$ cat config.mk
export PLATFORM = sky130hd
export DESIGN_NAME = event_counter_encoder_trigger
export DESIGN_NICKNAME = d
export VERILOG_FILES = /design/src/hdl/tally_pkg.sv /design/src/hdl/event_counter_encoder_trigger.sv
export SDC_FILE = /design/constraint.sdc
export NUM_CORES = 1
export LEC_CHECK = 0
export ABC_AREA = 1
export ABC_CLOCK_PERIOD_IN_PS = 12250
export BUFFER_PORTS_ARGS = -buffer_cell sky130_fd_sc_hd__buf_2
export CORE_MARGIN = 4
export CORE_UTILIZATION = 55
export CTS_CLUSTER_SIZE = 28
export DETAILED_ROUTE_END_ITERATION = 7
export HOLD_SLACK_MARGIN = 0.05
export PLACE_DENSITY = 0.7
export SYNTH_ARGS = -nofsm -noshare
export SYNTH_HDL_FRONTEND = slang
export SYNTH_SLANG_ARGS = --single-unit
$ cat constraint.sdc
create_clock -name mclk_i -period 12.25 [get_ports mclk_i]
set_input_delay 2.45 -clock mclk_i [delete_from_list [all_inputs] [get_ports mclk_i]]
set_output_delay 2.45 -clock mclk_i [all_outputs]
set_load 0.01 [all_outputs]
$ cat src/hdl/tally_pkg.sv
`default_nettype none
package tally_pkg;
  // ****************************************
  // register offsets
  // ****************************************
  localparam logic [7:0] OFS_PICK = 8'h00;
  localparam logic [7:0] OFS_EVT = 8'h04;
  localparam logic [7:0] OFS_CLR_ORG = 8'h08;
  localparam logic [7:0] OFS_CLR_CND = 8'h0C;
  localparam logic [7:0] OFS_CLR_CMD = 8'h10;
  localparam logic [7:0] OFS_COUNT = 8'h14;
  localparam logic [7:0] OFS_STATE = 8'h18;
  localparam logic [7:0] OFS_EDGE = 8'h1C;
  localparam logic [7:0] OFS_PH_A = 8'h20;
  localparam logic [7:0] OFS_PH_B = 8'h24;
  localparam logic [7:0] OFS_METHOD = 8'h28;
  localparam logic [7:0] OFS_DIV = 8'h2C;
  localparam logic [7:0] OFS_SKIP = 8'h30;
  localparam logic [7:0] OFS_WIDTH = 8'h34;
  localparam logic [7:0] OFS_LSRC = 8'h38;
  localparam logic [7:0] OFS_ISTAT = 8'h3C;
  localparam logic [7:0] OFS_IMASK = 8'h40;
  // ****************************************
  // codes and reset values
  // ****************************************
  localparam logic [1:0] EV_OFF = 2'h0;
  localparam logic [7:0] LN_SOFT = 8'h00;
  localparam logic [7:0] LN_TTL1 = 8'h17;
  localparam logic [7:0] LN_OPT1 = 8'h18;
  localparam logic [7:0] LN_CXP = 8'h1A;
  localparam logic [7:0] LN_TTL2 = 8'h1D;
  localparam logic [7:0] LN_TTL3 = 8'h20;
  localparam logic [7:0] LN_TTL4 = 8'h21;
  localparam logic [7:0] SRC_TRIG = 8'h26;
  localparam logic [7:0] SRC_DIR = 8'h27;
  localparam logic [2:0] CL_RISE = 3'h1;
  localparam logic [2:0] CL_FALL = 3'h2;
  localparam logic [2:0] CL_HIGH = 3'h3;
  localparam logic [2:0] CL_LOW = 3'h4;
  localparam logic [2:0] EDGE_KIND = 3'h1;
  localparam logic [1:0] PICK_MAX = 2'h2;
  localparam logic [47:0] RATIO_UNIT = 48'h0000_0001_0000;
  localparam logic [31:0] DIV_RST = 32'h0001_0000;
  localparam logic [15:0] SKIP_RST = 16'h0000;
  localparam logic [7:0] WIDTH_RST = 8'h01;
  localparam int CLK_NS = 10;
  localparam int STEP_NS = 10;
  localparam int STEP_CYC = (STEP_NS + CLK_NS - 1) / CLK_NS;
  typedef enum logic [2:0] {
    ST_IDLE = 3'b000, ST_WAIT = 3'b001, ST_ACTIVE = 3'b010,
    ST_DONE = 3'b011, ST_OVER = 3'b100
  } tally_state_e;
  typedef enum logic {M_RATIO = 1'b0, M_SKIP = 1'b1} method_e;
endpackage
`default_nettype wire

$ cat src/hdl/event_counter_encoder_trigger.sv
// Implementation choices: the address-and-strobe port and the register offsets.
`default_nettype none
// Behaviour
// - three counters, selector picks one, default zero
// - event source off, scan trigger, line, exposure
// - count only on event rising edge
// - clear source software or listed input line
// - line clear on rise, fall, high, low
// - 32-bit readable count, zero after reset
// - state codes idle through overflow; only idle, active and overflow are ever reported
// - phase inputs routable from off or lines
// - ratio division or edge skipping method
// - ratio gives 65536 over divisor triggers
// - skipping passes programmed edge count
// - trigger and direction selectable as outputs
// - trigger width 10 to 2550 ns
module event_counter_encoder_trigger (
  input wire logic mclk_i,
  input wire logic arst_n_i,
  input wire logic ce_i,
  input wire logic [7:0] addr_i,
  input wire logic [31:0] wdata_i,
  input wire logic wr_i,
  input wire logic rd_i,
  output logic [31:0] rdata_o,
  input wire logic scan_trigger_event_i,
  input wire logic line_start_i,
  input wire logic exposure_start_i,
  input wire logic [5:0] lines_i,
  output logic rotary_trigger_out_o,
  output logic rotary_direction_out_o,
  output logic line_out_o,
  output logic irq_o
);
  // ****************************************
  // decoding helpers
  // ****************************************
  function automatic logic line_of(input logic [7:0] code, input logic [5:0] v);
    logic r;
    r = 1'b0;
    case (code)
      tally_pkg::LN_TTL1: r = v[0];
      tally_pkg::LN_OPT1: r = v[1];
      tally_pkg::LN_CXP: r = v[2];
      tally_pkg::LN_TTL2: r = v[3];
      tally_pkg::LN_TTL3: r = v[4];
      tally_pkg::LN_TTL4: r = v[5];
      default: r = 1'b0;
    endcase
    return r;
  endfunction

  function automatic logic code_ok(input logic [7:0] code, input logic cxp);
    logic r;
    r = 1'b0;
    case (code)
      tally_pkg::LN_SOFT, tally_pkg::LN_TTL1, tally_pkg::LN_OPT1,
      tally_pkg::LN_TTL2, tally_pkg::LN_TTL3, tally_pkg::LN_TTL4: r = 1'b1;
      tally_pkg::LN_CXP: r = cxp;
      default: r = 1'b0;
    endcase
    return r;
  endfunction

  // ****************************************
  // reset release and input synchronisers
  // ****************************************
  logic [1:0] rst_sq;
  logic rst_n;
  always_ff @(posedge mclk_i or negedge arst_n_i)
  begin
    if (!arst_n_i)
      rst_sq <= 2'h0;
    else
      rst_sq <= {rst_sq[0], 1'b1};
  end
  assign rst_n = rst_sq[1];

  logic [5:0] ln_s1_q, ln_s2_q, ln_s3_q;
  logic [2:0] ev_prev_q;
  logic [2:0] ev_now, ev_rise;
  assign ev_now = {exposure_start_i, line_start_i, scan_trigger_event_i};
  assign ev_rise = ev_now & ~ev_prev_q;
  // s1 feeds s2 only; edges are taken between s2 and s3
  always_ff @(posedge mclk_i or negedge rst_n)
  begin
    if (!rst_n)
    begin
      ln_s1_q <= 6'h00;
      ln_s2_q <= 6'h00;
      ln_s3_q <= 6'h00;
      ev_prev_q <= 3'h0;
    end
    else if (ce_i)
    begin
      ln_s1_q <= lines_i;
      ln_s2_q <= ln_s1_q;
      ln_s3_q <= ln_s2_q;
      ev_prev_q <= ev_now;
    end
  end

  // ****************************************
  // global registers
  // ****************************************
  logic [1:0] pick_q;
  logic [7:0] ph_a_q, ph_b_q, lsrc_q, wid_q;
  logic method_q;
  logic [31:0] div_q;
  logic [15:0] skip_cnt_q;
  logic [3:0] imask_q;
  logic wr_en;
  assign wr_en = ce_i && wr_i;
  always_ff @(posedge mclk_i or negedge rst_n)
  begin
    if (!rst_n)
    begin
      pick_q <= 2'h0;
      ph_a_q <= tally_pkg::LN_SOFT;
      ph_b_q <= tally_pkg::LN_SOFT;
      method_q <= tally_pkg::M_RATIO;
      div_q <= tally_pkg::DIV_RST;
      skip_cnt_q <= tally_pkg::SKIP_RST;
      wid_q <= tally_pkg::WIDTH_RST;
      lsrc_q <= 8'h00;
      imask_q <= 4'h0;
    end
    else if (wr_en)
    begin
      case (addr_i)
        tally_pkg::OFS_PICK:
          if (wdata_i[1:0] <= tally_pkg::PICK_MAX && wdata_i[31:2] == 30'h0)
            pick_q <= wdata_i[1:0];
        tally_pkg::OFS_PH_A:
          if (code_ok(wdata_i[7:0], 1'b0))
            ph_a_q <= wdata_i[7:0];
        tally_pkg::OFS_PH_B:
          if (code_ok(wdata_i[7:0], 1'b0))
            ph_b_q <= wdata_i[7:0];
        tally_pkg::OFS_METHOD: method_q <= wdata_i[0];
        tally_pkg::OFS_DIV:
          if (wdata_i != 32'h0)
            div_q <= wdata_i;
        tally_pkg::OFS_SKIP: skip_cnt_q <= wdata_i[15:0];
        tally_pkg::OFS_WIDTH:
          if (wdata_i[7:0] != 8'h00)
            wid_q <= wdata_i[7:0];
        tally_pkg::OFS_LSRC: lsrc_q <= wdata_i[7:0];
        tally_pkg::OFS_IMASK: imask_q <= wdata_i[3:0];
        default: ;
      endcase
    end
  end

  // ****************************************
  // counters
  // ****************************************
  logic [31:0] cnt_q [3];
  logic [1:0] eo_a [3];
  logic [7:0] co_a [3];
  logic [2:0] cc_a [3];
  logic [2:0] st_a [3];
  logic [2:0] ovf_ev, hit_a, inc_a;
  logic sw_clr;
  assign sw_clr = wr_en && addr_i == tally_pkg::OFS_CLR_CMD;

  genvar gi;
  generate
    for (gi = 0; gi < 3; gi++)
    begin : g_tally
      logic sel, lv, lp, ovf_q;
      assign sel = pick_q == 2'(gi);
      assign lv = line_of(co_a[gi], ln_s2_q);
      assign lp = line_of(co_a[gi], ln_s3_q);
      always_ff @(posedge mclk_i or negedge rst_n)
      begin
        if (!rst_n)
        begin
          eo_a[gi] <= tally_pkg::EV_OFF;
          co_a[gi] <= tally_pkg::LN_SOFT;
          cc_a[gi] <= tally_pkg::CL_RISE;
        end
        else if (wr_en && sel)
        begin
          if (addr_i == tally_pkg::OFS_EVT)
            eo_a[gi] <= wdata_i[1:0];
          if (addr_i == tally_pkg::OFS_CLR_ORG && code_ok(wdata_i[7:0], 1'b1))
            co_a[gi] <= wdata_i[7:0];
          if (addr_i == tally_pkg::OFS_CLR_CND && wdata_i[2:0] >= tally_pkg::CL_RISE
              && wdata_i[2:0] <= tally_pkg::CL_LOW)
            cc_a[gi] <= wdata_i[2:0];
        end
      end
      always_comb
      begin
        hit_a[gi] = 1'b0;
        if (co_a[gi] == tally_pkg::LN_SOFT)
          hit_a[gi] = sw_clr && sel;
        else
        begin
          case (cc_a[gi])
            tally_pkg::CL_RISE: hit_a[gi] = lv && !lp;
            tally_pkg::CL_FALL: hit_a[gi] = !lv && lp;
            tally_pkg::CL_HIGH: hit_a[gi] = lv;
            tally_pkg::CL_LOW: hit_a[gi] = !lv;
            default: hit_a[gi] = 1'b0;
          endcase
        end
      end
      // off selects nothing, so no edge can reach the counter
      assign inc_a[gi] = eo_a[gi] != tally_pkg::EV_OFF && ev_rise[eo_a[gi] - 2'h1];
      // a clear in the same cycle wins, so no overflow is reported then
      assign ovf_ev[gi] = inc_a[gi] && !hit_a[gi] && cnt_q[gi] == 32'hFFFF_FFFF;
      always_ff @(posedge mclk_i or negedge rst_n)
      begin
        if (!rst_n)
        begin
          cnt_q[gi] <= 32'h0000_0000;
          ovf_q <= 1'b0;
        end
        else if (ce_i)
        begin
          if (hit_a[gi])
          begin
            cnt_q[gi] <= 32'h0000_0000;
            ovf_q <= 1'b0;
          end
          else if (inc_a[gi])
          begin
            cnt_q[gi] <= cnt_q[gi] + 32'h0000_0001;
            if (ovf_ev[gi])
              ovf_q <= 1'b1;
          end
        end
      end
      always_comb
      begin
        if (ovf_q)
          st_a[gi] = tally_pkg::ST_OVER;
        else if (eo_a[gi] == tally_pkg::EV_OFF)
          st_a[gi] = tally_pkg::ST_IDLE;
        else
          st_a[gi] = tally_pkg::ST_ACTIVE;
      end
    end
  endgenerate

  // ****************************************
  // encoder trigger
  // ****************************************
  logic pa, pa_p, pb, pb_p, a_rise, edge_any, fire, fire_r, fire_s;
  logic dir_q, trig_q, aux_q;
  logic [47:0] acc_q, acc_sum;
  logic [15:0] skip_q;
  logic [11:0] pw_q, pw_len;
  assign pa = line_of(ph_a_q, ln_s2_q);
  assign pa_p = line_of(ph_a_q, ln_s3_q);
  assign pb = line_of(ph_b_q, ln_s2_q);
  assign pb_p = line_of(ph_b_q, ln_s3_q);
  assign a_rise = pa && !pa_p;
  assign edge_any = (pa ^ pa_p) || (pb ^ pb_p);
  // several triggers per pulse leave one per cycle; a very small
  // divisor with very fast pulses lets the accumulator grow
  assign acc_sum = acc_q + (a_rise ? tally_pkg::RATIO_UNIT : 48'h0);
  assign fire_r = acc_sum >= {16'h0000, div_q};
  assign fire_s = edge_any && skip_q == skip_cnt_q;
  assign fire = method_q == tally_pkg::M_SKIP ? fire_s : fire_r;
  assign pw_len = 12'(wid_q) * 12'(tally_pkg::STEP_CYC);

  always_ff @(posedge mclk_i or negedge rst_n)
  begin
    if (!rst_n)
    begin
      acc_q <= 48'h0;
      skip_q <= 16'h0000;
      dir_q <= 1'b0;
    end
    else if (ce_i)
    begin
      acc_q <= fire_r ? acc_sum - {16'h0000, div_q} : acc_sum;
      if (edge_any)
        skip_q <= fire_s ? 16'h0000 : skip_q + 16'h0001;
      if (a_rise)
        dir_q <= !pb;
    end
  end

  always_ff @(posedge mclk_i or negedge rst_n)
  begin
    if (!rst_n)
    begin
      pw_q <= 12'h000;
      trig_q <= 1'b0;
      aux_q <= 1'b0;
    end
    else if (ce_i)
    begin
      if (fire)
      begin
        pw_q <= pw_len - 12'h001;
        trig_q <= 1'b1;
      end
      else if (pw_q != 12'h000)
      begin
        pw_q <= pw_q - 12'h001;
        trig_q <= 1'b1;
      end
      else
        trig_q <= 1'b0;
      if (lsrc_q == tally_pkg::SRC_TRIG)
        aux_q <= trig_q;
      else if (lsrc_q == tally_pkg::SRC_DIR)
        aux_q <= dir_q;
      else
        aux_q <= 1'b0;
    end
  end
  assign rotary_trigger_out_o = trig_q;
  assign rotary_direction_out_o = dir_q;
  assign line_out_o = aux_q;

  // ****************************************
  // interrupts and readback
  // ****************************************
  logic [3:0] ist_q, ist_clr;
  logic irq_q;
  logic [31:0] rdata_q;
  assign ist_clr = (wr_en && addr_i == tally_pkg::OFS_ISTAT) ? wdata_i[3:0] : 4'h0;
  always_ff @(posedge mclk_i or negedge rst_n)
  begin
    if (!rst_n)
    begin
      ist_q <= 4'h0;
      irq_q <= 1'b0;
    end
    else if (ce_i)
    begin
      // a new event in the clearing cycle survives the clear
      ist_q <= (ist_q & ~ist_clr) | {fire, ovf_ev};
      irq_q <= |(ist_q & imask_q);
    end
  end
  assign irq_o = irq_q;

  always_ff @(posedge mclk_i or negedge rst_n)
  begin
    if (!rst_n)
      rdata_q <= 32'h0000_0000;
    else if (ce_i)
    begin
      rdata_q <= 32'h0000_0000;
      if (rd_i)
      begin
        case (addr_i)
          tally_pkg::OFS_PICK: rdata_q <= {30'h0, pick_q};
          tally_pkg::OFS_EVT: rdata_q <= {30'h0, eo_a[pick_q]};
          tally_pkg::OFS_CLR_ORG: rdata_q <= {24'h0, co_a[pick_q]};
          tally_pkg::OFS_CLR_CND: rdata_q <= {29'h0, cc_a[pick_q]};
          tally_pkg::OFS_COUNT: rdata_q <= cnt_q[pick_q];
          tally_pkg::OFS_STATE: rdata_q <= {29'h0, st_a[pick_q]};
          tally_pkg::OFS_EDGE: rdata_q <= {29'h0, tally_pkg::EDGE_KIND};
          tally_pkg::OFS_PH_A: rdata_q <= {24'h0, ph_a_q};
          tally_pkg::OFS_PH_B: rdata_q <= {24'h0, ph_b_q};
          tally_pkg::OFS_METHOD: rdata_q <= {31'h0, method_q};
          tally_pkg::OFS_DIV: rdata_q <= div_q;
          tally_pkg::OFS_SKIP: rdata_q <= {16'h0, skip_cnt_q};
          tally_pkg::OFS_WIDTH: rdata_q <= {24'h0, wid_q};
          tally_pkg::OFS_LSRC: rdata_q <= {24'h0, lsrc_q};
          tally_pkg::OFS_ISTAT: rdata_q <= {28'h0, ist_q};
          tally_pkg::OFS_IMASK: rdata_q <= {28'h0, imask_q};
          default: rdata_q <= 32'h0000_0000;
        endcase
      end
    end
  end
  assign rdata_o = rdata_q;
endmodule
`default_nettype wire

* Yosys cells after proc, flatten, opt, wreduce, memory -nomap -nowiden
Index checks and enable logic that the tools add are counted.
Widths: inputs -> output; s select.
** Operators by class
- Magnitude comparators :: 8
- Reduce and logical (&&, ||, !) cells :: 97
- Bitwise gates (word level) :: 9
- Mux-type cells :: 80
- Add/sub/neg operators :: 11
- Equality and inequality tests :: 72
** Operator list (count)
- $pmux 32 s16 :: 1
- $mux 32 :: 9
- $eq 8x5->1 const B :: 28
- $eq 8x6->1 const B :: 22
- $add 32x1->32 const B :: 3
- $eq 32x32->1 const B :: 3
- $bmux 32 s2 :: 1
- $pmux 1 s6 :: 10
- $add 48x17->48 :: 1
- $ge 48x32->1 :: 1
- $mux 48 :: 1
- $sub 48x32->48 :: 1
- $logic_not 8->1 :: 5
- $reduce_and 2->1 :: 19
- $logic_and 1x1->1 :: 32
- $reduce_bool 32->1 :: 1
- $logic_not 30->1 :: 1
- $mux 1 :: 29
- $mux 12 :: 2
- $reduce_and 3->1 :: 8
- $mux 3 :: 7
- $reduce_bool 2->1 :: 10
- $eq 3x2->1 const B :: 6
- $mux 17 :: 1
- other kinds (41) :: 75
** Storage, ports and cells
- Register bits :: 364
- Bits of input ports :: 54
- Output and inout bits :: 36

* Longest topological paths before layout
Gate-level depths: netlist of the first run.
- Depth in word-level cells :: 12
- Mapped depth :: 34
- Depth with buffers taken out :: 33

* Worst setup path before layout of the first run
Ideal clock, no wire load.
- Path type :: flip-flop to flip-flop
- Start point :: register ph_a_q[4]
- End point :: register acc_q[18]
- Path buffers :: 2
- Arrival time :: 4.019 ns
- Clock period less this slack :: 4.140 ns
- Path slack :: 8.110 ns
- Cell stages (with the launch flop) :: 30
- Path through :: dfrtp_1 -> inv_1 -> nor2_1 -> nand2_1 -> inv_1 -> nand4_1 -> o22ai_1 -> a2111oi_0 -> ha_1 -> ha_1 -> ha_1 -> nand2_1 -> nor2_2 -> nand2_2 -> nor2_8 -> xnor2_1 -> inv_1 -> ha_1 -> nand2_1 -> nor2_1 -> nand2_1 -> inv_1 -> a21oi_1 -> nand3_1 -> nor2_2 -> nand3_2 -> buf_6 -> buf_2 -> o211ai_2 -> nand2_1
** On the way
- Word-level cells in the longest chain between the ends :: 8
- Elaborated cells between the ends (all ways) :: 15
- Those cells by class :: add/sub: 2; order compare: 1; eq/ne: 6; mux: 4; reduce/logical: 2
** RTL lines
- start, declared :: line event_counter_encoder_trigger.sv:107 : logic [7:0] ph_a_q, ph_b_q, lsrc_q, wid_q;
- start signal, assigned :: line event_counter_encoder_trigger.sv:119 : ph_a_q <= tally_pkg::LN_SOFT;
- start signal, assigned :: line event_counter_encoder_trigger.sv:136 : ph_a_q <= wdata_i[7:0];
- $eq 8x6->1 / $eq 8x5->1 (equally long branches) :: line event_counter_encoder_trigger.sv:41 : case (code)
- $pmux 1 s6 :: line event_counter_encoder_trigger.sv:41
- $logic_not 1->1 :: line event_counter_encoder_trigger.sv:260 : assign a_rise = pa && !pa_p;
- $logic_and 1x1->1 (*) :: line event_counter_encoder_trigger.sv:260
- $mux 17 (*) :: line event_counter_encoder_trigger.sv:264 : assign acc_sum = acc_q + (a_rise ? tally_pkg::RATIO_UNIT : 48'h0);
- $add 48x17->48 (*) :: line event_counter_encoder_trigger.sv:264
- $sub 48x32->48 / $ge 48x32->1 (equally long branches) :: line event_counter_encoder_trigger.sv:280, event_counter_encoder_trigger.sv:265
- $mux 48 (*) :: line event_counter_encoder_trigger.sv:280 : acc_q <= fire_r ? acc_sum - {16'h0000, div_q} : acc_sum;
- end signal, assigned :: line event_counter_encoder_trigger.sv:280
- end, declared :: line event_counter_encoder_trigger.sv:253 : logic [47:0] acc_q, acc_sum;
Every way passes the cells marked *; elsewhere a longest branch is shown, timed or not.
A chain may end at the register's enable or synchronous reset.

* Worst setup path after layout of the first run
- Start point :: input addr_i[1]
- End point :: register cnt_q[70] (netlist name)
** On the way
- Word-level cells in the longest chain between the ends :: 6
- Elaborated cells between the ends (all ways) :: 7
- Those cells by class :: eq/ne: 1; mux: 2; reduce/logical: 4
** RTL lines
- start, declared :: line event_counter_encoder_trigger.sv:21 : input wire logic [7:0] addr_i,
- $eq 8x5->1 (*) :: line event_counter_encoder_trigger.sv:165 : assign sw_clr = wr_en && addr_i == tally_pkg::OFS_CLR_CMD;
- $logic_and 1x1->1 (*) :: line event_counter_encoder_trigger.sv:165
- $logic_and 1x1->1 (*) :: line event_counter_encoder_trigger.sv:198 : hit_a[gi] = sw_clr && sel;
- $mux 1 (*) :: line event_counter_encoder_trigger.sv:197 : if (co_a[gi] == tally_pkg::LN_SOFT)
- $reduce_bool 2->1 (no line)
- $reduce_and 2->1 (no line)
- end signal, assigned by index :: line event_counter_encoder_trigger.sv:230 : cnt_q[gi] <= cnt_q[gi] + 32'h0000_0001;
- end, declared :: line event_counter_encoder_trigger.sv:158 : logic [31:0] cnt_q [3];
Marked as above.

==> run_results.csv, run 1 <==
group,metric,value,unit
run_status,run_status,"finished, final reports clean",
clocking,cts.clk_slew.worst_paths,0.06,ns
pwr,power.combinational.fraction,0.310,
timing,finalSetupViolCount,0,
synth,mappedNetlistNets,3719,
place,io_buffer_count,89,
synth,yosysUniqueCellTypes,61,
drt,detailroute.via_count,25540,
setup_path,worstSetupEndpointType,"flip-flop",
setup_path,crit_path_max_fanout,31,
grt,grt_start_max_net_pins,152,
final_layout,layout.cells.non_filler,4273,
setup_path,crit_path_start_kind,"primary input",
drt,routed_wire_length_per_instance,19.81,um
grt,grt_first_pass_wirelength,133.6,mm
final_layout,commonest_cells_after_routing_fill_and_taps_aside,"nand2_1, inv_1, dfrtp_1, nand3_1, nor2_1",
grt,grt.total_usage,0.3477,
synth,number_of_enable_flip_flop_cells_after_synthesis,0,
synth,synth_ff_type,"dfrtp_1",
synth,avgSynthCellArea,6.841,um^2
place,dp.cells,4194,
min_path,hold_class,"flip-flop to flip-flop",
pwr,netSwitchingPower,1534,uW
drt,drt_iter0_drc,2786,
synth,synth.cell_area,24770,um^2
clocking,cts_tree,"yes",
pwr,static_leakage,0.01325,uW
clocking,post-cts-setup-buffer-count,0,
final_layout,layout.cells.most_common,"nand2_1",
drt,routed_wl,84.65,mm
die,floorplan.core_area,44320,um^2
drt,drt-pass1-iter-count,7,
die,floorplan.die_area,48490,um^2
die,io-pin-count,90,
final_layout,layout-drive-gt1-share,0.06411,
grt,initial_antenna_violation_count,1,
pwr,sw_frac_of_total,0.3748,
die,floorplan_row_count,77,
die,starting_density_of_the_core,0.5588,
clocking,number_of_clock_buffers_inserted_by_tritoncts,43,
timing,worst_clock_skew,0.02539,ns
setup_path,timing.critical_path.required,12.67,ns
timing,slew_headroom,0.1596,
drt,drc,0,
grt,overflow,0,
timing,totalNegativeSetupSlack,0,ns
clocking,cts_sinks,364,
grt,vias_in_the_first_global_route,24170,
timing,grt_setup_unrepaired,"false",
pwr,ir_worst_vdd,139.5,uV
clocking,clock_tree.root_cell,"clkbuf_16",
timing,hold_viol,0,
place,detailed_place_hpwl,62.96,mm
place,dpl-instance-area,25570,um^2
setup_path,timing.reg2reg.worst_path_depth,23,
clocking,clkLatencyLatePin,0.61,ns
clocking,clk_path_buf_depth,3,
synth,seq_area_frac_synth,0.3681,
final_layout,antenna_cells,0,
timing,tightestPinTransition,1.258,ns
timing,slew_viol_final,0,
setup_path,path_class,"primary input to flip-flop",
setup_path,worst_r2r_startpoint,"ph_a_q[4]",
min_path,source_of_the_worst_hold_timing_path,"rst_sq[0]",
synth,post_synthesis_instance_total,3620,
clocking,post_cts_resized,0,
timing,fmax,160.6,MHz
final_layout,areaGrowthSynthToFinish,9.266,%
die,floorplan.die.width,220.2,um
pwr,cellPowerDensity,151.3,nW/um^2
drt,vias_per_cell,5.977,
clocking,htreeDepth,2,
min_path,number_of_cells_on_the_worst_hold_path,0,
setup_path,r2r_setup_slack,6.03,ns
min_path,hold_end,"rst_sq[1]",
final_layout,finish.utilization,0.6106,
synth,postSynth.asyncResetShare,1.000,
clocking,hold_buffers,0,
pwr,cell_internal_pwr,2559,uW
place,gp_congestion,1.015,
final_layout,design.final.nets,3746,
timing,period_minus_slack,6.227,ns
timing,finalHoldWorstSlack,0.3511,ns
synth,ys_seq_elements,364,
pwr,share_seq_of_total_power,0.355,
drt,drt.antenna.violating_nets,0,
timing,timing.final.crit_share,0.5084,
die,dieHeight,220.2,um
flow_run,drv.max_cap_violation_count,0,
final_layout,stdcell_area,27060,um^2
synth,synth-warning-count,0,
pwr,clock_power_share,0.335,
setup_path,timing.critical_path.arrival,6.65,ns
setup_path,reg2reg_to,"acc_q[23]",
[logic make-up (layout without fill, tap and decap cells)]
logic type | after synthesis | count (layout) | share of synthesized area
DFF | 364 | 364 | 0.3681
AOI/OAI and AO/OA | 501 | 501 | 0.1132
adders and majority gates | 45 | 45 | 0.02304
buffers and inverters | 575 | 636 | 0.09013
xor gates and xnor gates | 163 | 163 | 0.05765
and+or+nand+nor | 1971 | 1971 | 0.3477
other | 1 | 1 | 0.0001514
[metal layers]
layer / wire length [um] / vias to the layer above / GRT usage / part of all wire
li1: - / 11970 / - / -
met1: 35910 / 12110 / 0.4881 / 0.42
met2: 37560 / 1223 / 0.5400 / 0.44
met3: 7528 / 233 / 0.05768 / 0.089
met4: 3641 / 2 / 0.1386 / 0.043
met5: 7 / - / 0 / 0.000083
[flip-flops by register name, summed over array words and instances (netlist names), 8 cells and up]
register    flops
ph_a_q          8
pw_q           12
cc_a            9
co_a           24
skip_q         16
rdata_o        32
skip_cnt_q     16
lsrc_q          8
cnt_q          96
wid_q           8
ph_b_q          8
acc_q          48
div_q          32
[critical path, stage by stage]
cell	delay [ns]
buf_2	0.10
nor2_1	0.20
nand2_1	0.12
nor2_1	0.38
inv_1	0.11
nor3_1	0.40
nand2_1	0.09
nand2_1	0.80
nand3_2	0.72
nand2_1	1.02
o21ai_0	0.21
[cell usage after synthesis, types with 42 or more instances]
cell type / number / share of area
nand2_1: 1003 / 0.15
inv_1: 441 / 0.067
dfrtp_1: 359 / 0.36
nand3_1: 318 / 0.064
nor2_1: 312 / 0.047
o21ai_0: 294 / 0.059
nand4_1: 128 / 0.032
xor2_1: 114 / 0.040
nor3_1: 111 / 0.022
a21oi_1: 102 / 0.021
clkbuf_1: 94 / 0.014
xnor2_1: 49 / 0.017
ha_1: 44 / 0.022
nor4_1: 42 / 0.011
[per-stage QoR]
stage          total power, uW  setup slack (ns)
3_3_place_gp              2692             5.754
4_1_cts                   4088             6.118
5_1_grt                   4343             5.488
3_5_place_dp              2711             5.462
6_report                  4093             6.023
2_1_floorplan             2379             1.363
[worst max-delay path by stage]
stage / start / to / slack [ns] / cells after the start
floorplan: rst_sq[1] / acc_q[0] / 1.36 / 0
global placement: addr_i[1] / cnt_q[92] / 5.75 / 11
detailed placement: addr_i[1] / cnt_q[70] / 5.46 / 11
CTS: ph_a_q[7] / acc_q[23] / 6.12 / 23
global route: ph_a_q[5] / acc_q[23] / 5.49 / 24
finish: addr_i[1] / cnt_q[70] / 6.02 / 11
[final cells by class]
type,instances,area (um^2)
inverter,450,1689
multi-input combinational,2681,13430
sequential,364,9119
clock buffer,59,1216
timing repair buffer,107,595.6
clock inverter,20,271.5
fill,4242,17260
tap,592,740.7
[power groups by stage]
stage | clock [uW] | combinational (uW) | sequential, uW
after floorplan | 0 | 941 | 1440
after global placement | 0 | 1220 | 1470
after detailed placement | 0 | 1240 | 1470
after CTS | 1390 | 1250 | 1450
after global routing | 1440 | 1430 | 1470
final | 1370 | 1270 | 1450
No activity file was read; power rests on OpenSTA's default activity.
==> run 2, diff against run 1 <==
Settings changed: ABC_CLOCK_PERIOD_IN_PS 12250 to 6000.
Clock period 12.25 ns to 6 ns, I/O delays scaled along.
==> run 2 against run 1 <==
Against the previous run:
- final cell count increased by 0.21%
- sequential power increased by 110%
- via count about the same
- non-clock buffer count increased by 10
- design area increased by 0.10%
- flip-flop and latch count unchanged
- routed wire length increased by 0.13%
- worst hold slack got worse by 0.072 ns
- clock skew increased by 0.0057 ns
- critical path type is now flip-flop to flip-flop
- register-to-register slack got worse by 5.4 ns
- sequential share of layout area about the same
- clock power increased by 94%
==> run_results.csv, run 2 (same netlist as run 1, synthesis figures left out) <==
group,metric,value,unit
timing,finalSetupViolCount,0,
pwr,share_seq_of_total_power,0.360,
timing,worst_clock_skew,0.03111,ns
timing,period_minus_slack,5.358,ns
timing,slew_headroom,0.2155,
die,floorplan_row_count,77,
die,dieHeight,220.2,um
setup_path,worst_r2r_startpoint,"ph_a_q[7]",
setup_path,timing.critical_path.arrival,5.83,ns
drt,drt_iter0_drc,2848,
place,detailed_place_hpwl,63.27,mm
setup_path,path_class,"flip-flop to flip-flop",
setup_path,worstSetupEndpointType,"flip-flop",
setup_path,r2r_setup_slack,0.64,ns
clocking,htreeDepth,2,
clocking,clkLatencyLatePin,0.59,ns
setup_path,crit_path_start_kind,"flip-flop",
die,io-pin-count,90,
timing,hold_viol,0,
final_layout,number_of_flip_flops_under_the_largest_register_name,96,
clocking,clk_path_buf_depth,3,
timing,post-route-worst-setup-slack,0.6421,ns
grt,initial_antenna_violation_count,1,
drt,routed_wl,84.76,mm
final_layout,layout.cells.non_filler,4282,
pwr,cell_internal_pwr,5119,uW
timing,tightestPinTransition,1.174,ns
clocking,post_cts_resized,0,
final_layout,regMostFlops,"cnt_q",
timing,totalNegativeSetupSlack,0,ns
final_layout,layout.cells.most_common,"nand2_1",
grt,overflow,0,
setup_path,timing.reg2reg.worst_path_depth,27,
drt,drc,0,
setup_path,cp_slowest_cell,"dfrtp_1",
grt,grt_start_max_net_pins,169,
setup_path,crit_top_cell,"nand2_1",
pwr,netSwitchingPower,3150,uW
pwr,cellPowerDensity,305.3,nW/um^2
timing,timing.final.crit_share,0.8930,
final_layout,layout-drive-gt1-share,0.06667,
setup_path,critPathMaxStageDelay,0.42,ns
die,floorplan.die_area,48490,um^2
pwr,total_power,8269,uW
final_layout,largest_registers,"cnt_q x96, acc_q x48",
final_layout,commonest_cells_after_routing_fill_and_taps_aside,"nand2_1, inv_1, dfrtp_1, nand3_1, nor2_1",
die,floorplan.core_area,44320,um^2
pwr,static_leakage,0.01327,uW
clocking,cts_sinks,364,
grt,grt_first_pass_wirelength,134.2,mm
pwr,clock_power_share,0.322,
final_layout,areaGrowthSynthToFinish,9.377,%
setup_path,reg2reg_to,"pw_q[4]",
place,gp_congestion,1.008,
drt,detailroute.via_count,25530,
setup_path,crit_start,"ph_a_q[7]",
timing,fmax,186.6,MHz
place,io_buffer_count,89,
final_layout,antenna_cells,0,
clocking,post-cts-setup-buffer-count,0,
die,starting_density_of_the_core,0.5588,
timing,grt_setup_unrepaired,"false",
setup_path,timing.critical_path.required,6.47,ns
pwr,ir_worst_vdd,258.4,uV
clocking,cts.clk_slew.worst_paths,0.06,ns
drt,drt-pass1-iter-count,7,
setup_path,crit_end,"pw_q[4]",
flow_run,drv.max_cap_violation_count,0,
setup_path,worst-path-stages,27,
grt,vias_in_the_first_global_route,24380,
place,dp.cells,4204,
run_status,run_status,"finished, final reports clean",
pwr,sw_frac_of_total,0.3809,
clocking,clock_tree.root_cell,"clkbuf_16",
drt,drt.antenna.violating_nets,0,
setup_path,timing.critical_path.buf_inv,2,
final_layout,design.final.nets,3756,
place,place_ws,0.6731,ns
die,floorplan.die.width,220.2,um
clocking,cts_tree,"yes",
clocking,hold_buffers,0,
pwr,power.combinational.fraction,0.318,
min_path,hold_class,"flip-flop to asynchronous set/reset pin",
clocking,number_of_clock_buffers_inserted_by_tritoncts,43,
grt,grt.total_usage,0.3478,
setup_path,delay_heaviest_family_cp,"simple AND/OR/NAND/NOR gates",
drt,vias_per_cell,5.963,
setup_path,crit_path_max_fanout,15,
timing,slew_viol_final,0,
drt,routed_wire_length_per_instance,19.79,um
run 2: cell count changes in the layout (fill, tap and decap cells not counted):
cell        change
buf_4           +8
inv_16          -2
bufinv_16       -2
clkinv_8        +2
clkinvlp_4      +2
clkbuf_1        -1
buf_12          +2
clkbuf_8        -1
clkinv_2        +3
inv_6           -2
run 2: layout make-up:
type	count	area, um^2
Clock inverter	21	216.5
Multi-Input combinational cell	2681	13430
Inverter	450	1689
Clock buffer	57	1199
Fill cell	4209	17230
Timing Repair Buffer	117	695.7
Sequential cell	364	9119
Tap cell	592	740.7
run 2: how the worst min path moves through the flow:
stage                      endpoint  slack, ns
after floorplan           rst_sq[1]       0.33
after global placement      co_a[1]       0.28
after detailed placement    co_a[3]       0.29
after CTS                   co_a[3]       0.30
after global routing        co_a[3]       0.32
final                       co_a[3]       0.28
run 2: per-stage QoR:
step | instance area (um^2) | util | hold slack [ns]
after floorplan | 24770 | - | 0.3311
after global placement | 25670 | 0.5793 | 0.2813
after detailed placement | 25670 | 0.5793 | 0.2915
after CTS | 27090 | 0.6112 | 0.2997
after global routing | 27090 | 0.6112 | 0.3238
final | 27090 | 0.6112 | 0.2789
run 2: power groups by stage:
| stage | logic [uW] | clock network, uW | registers, uW |
|---|---|---|---|
| after floorplan | 1920 | 0 | 2940 |
| after global placement | 2540 | 0 | 3000 |
| after detailed placement | 2570 | 0 | 3000 |
| after CTS | 2580 | 2690 | 2970 |
| after global routing | 2950 | 2790 | 3010 |
| final | 2630 | 2660 | 2980 |
run 2: layer usage:
metal | GRT usage | share of wire | vias to the layer above
li1 | - | - | 11950
met1 | 0.4935 | 0.43 | 12110
met2 | 0.5461 | 0.45 | 1228
met3 | 0.05163 | 0.087 | 236
met4 | 0.1233 | 0.038 | 2
met5 | 0 | 0.00018 | -
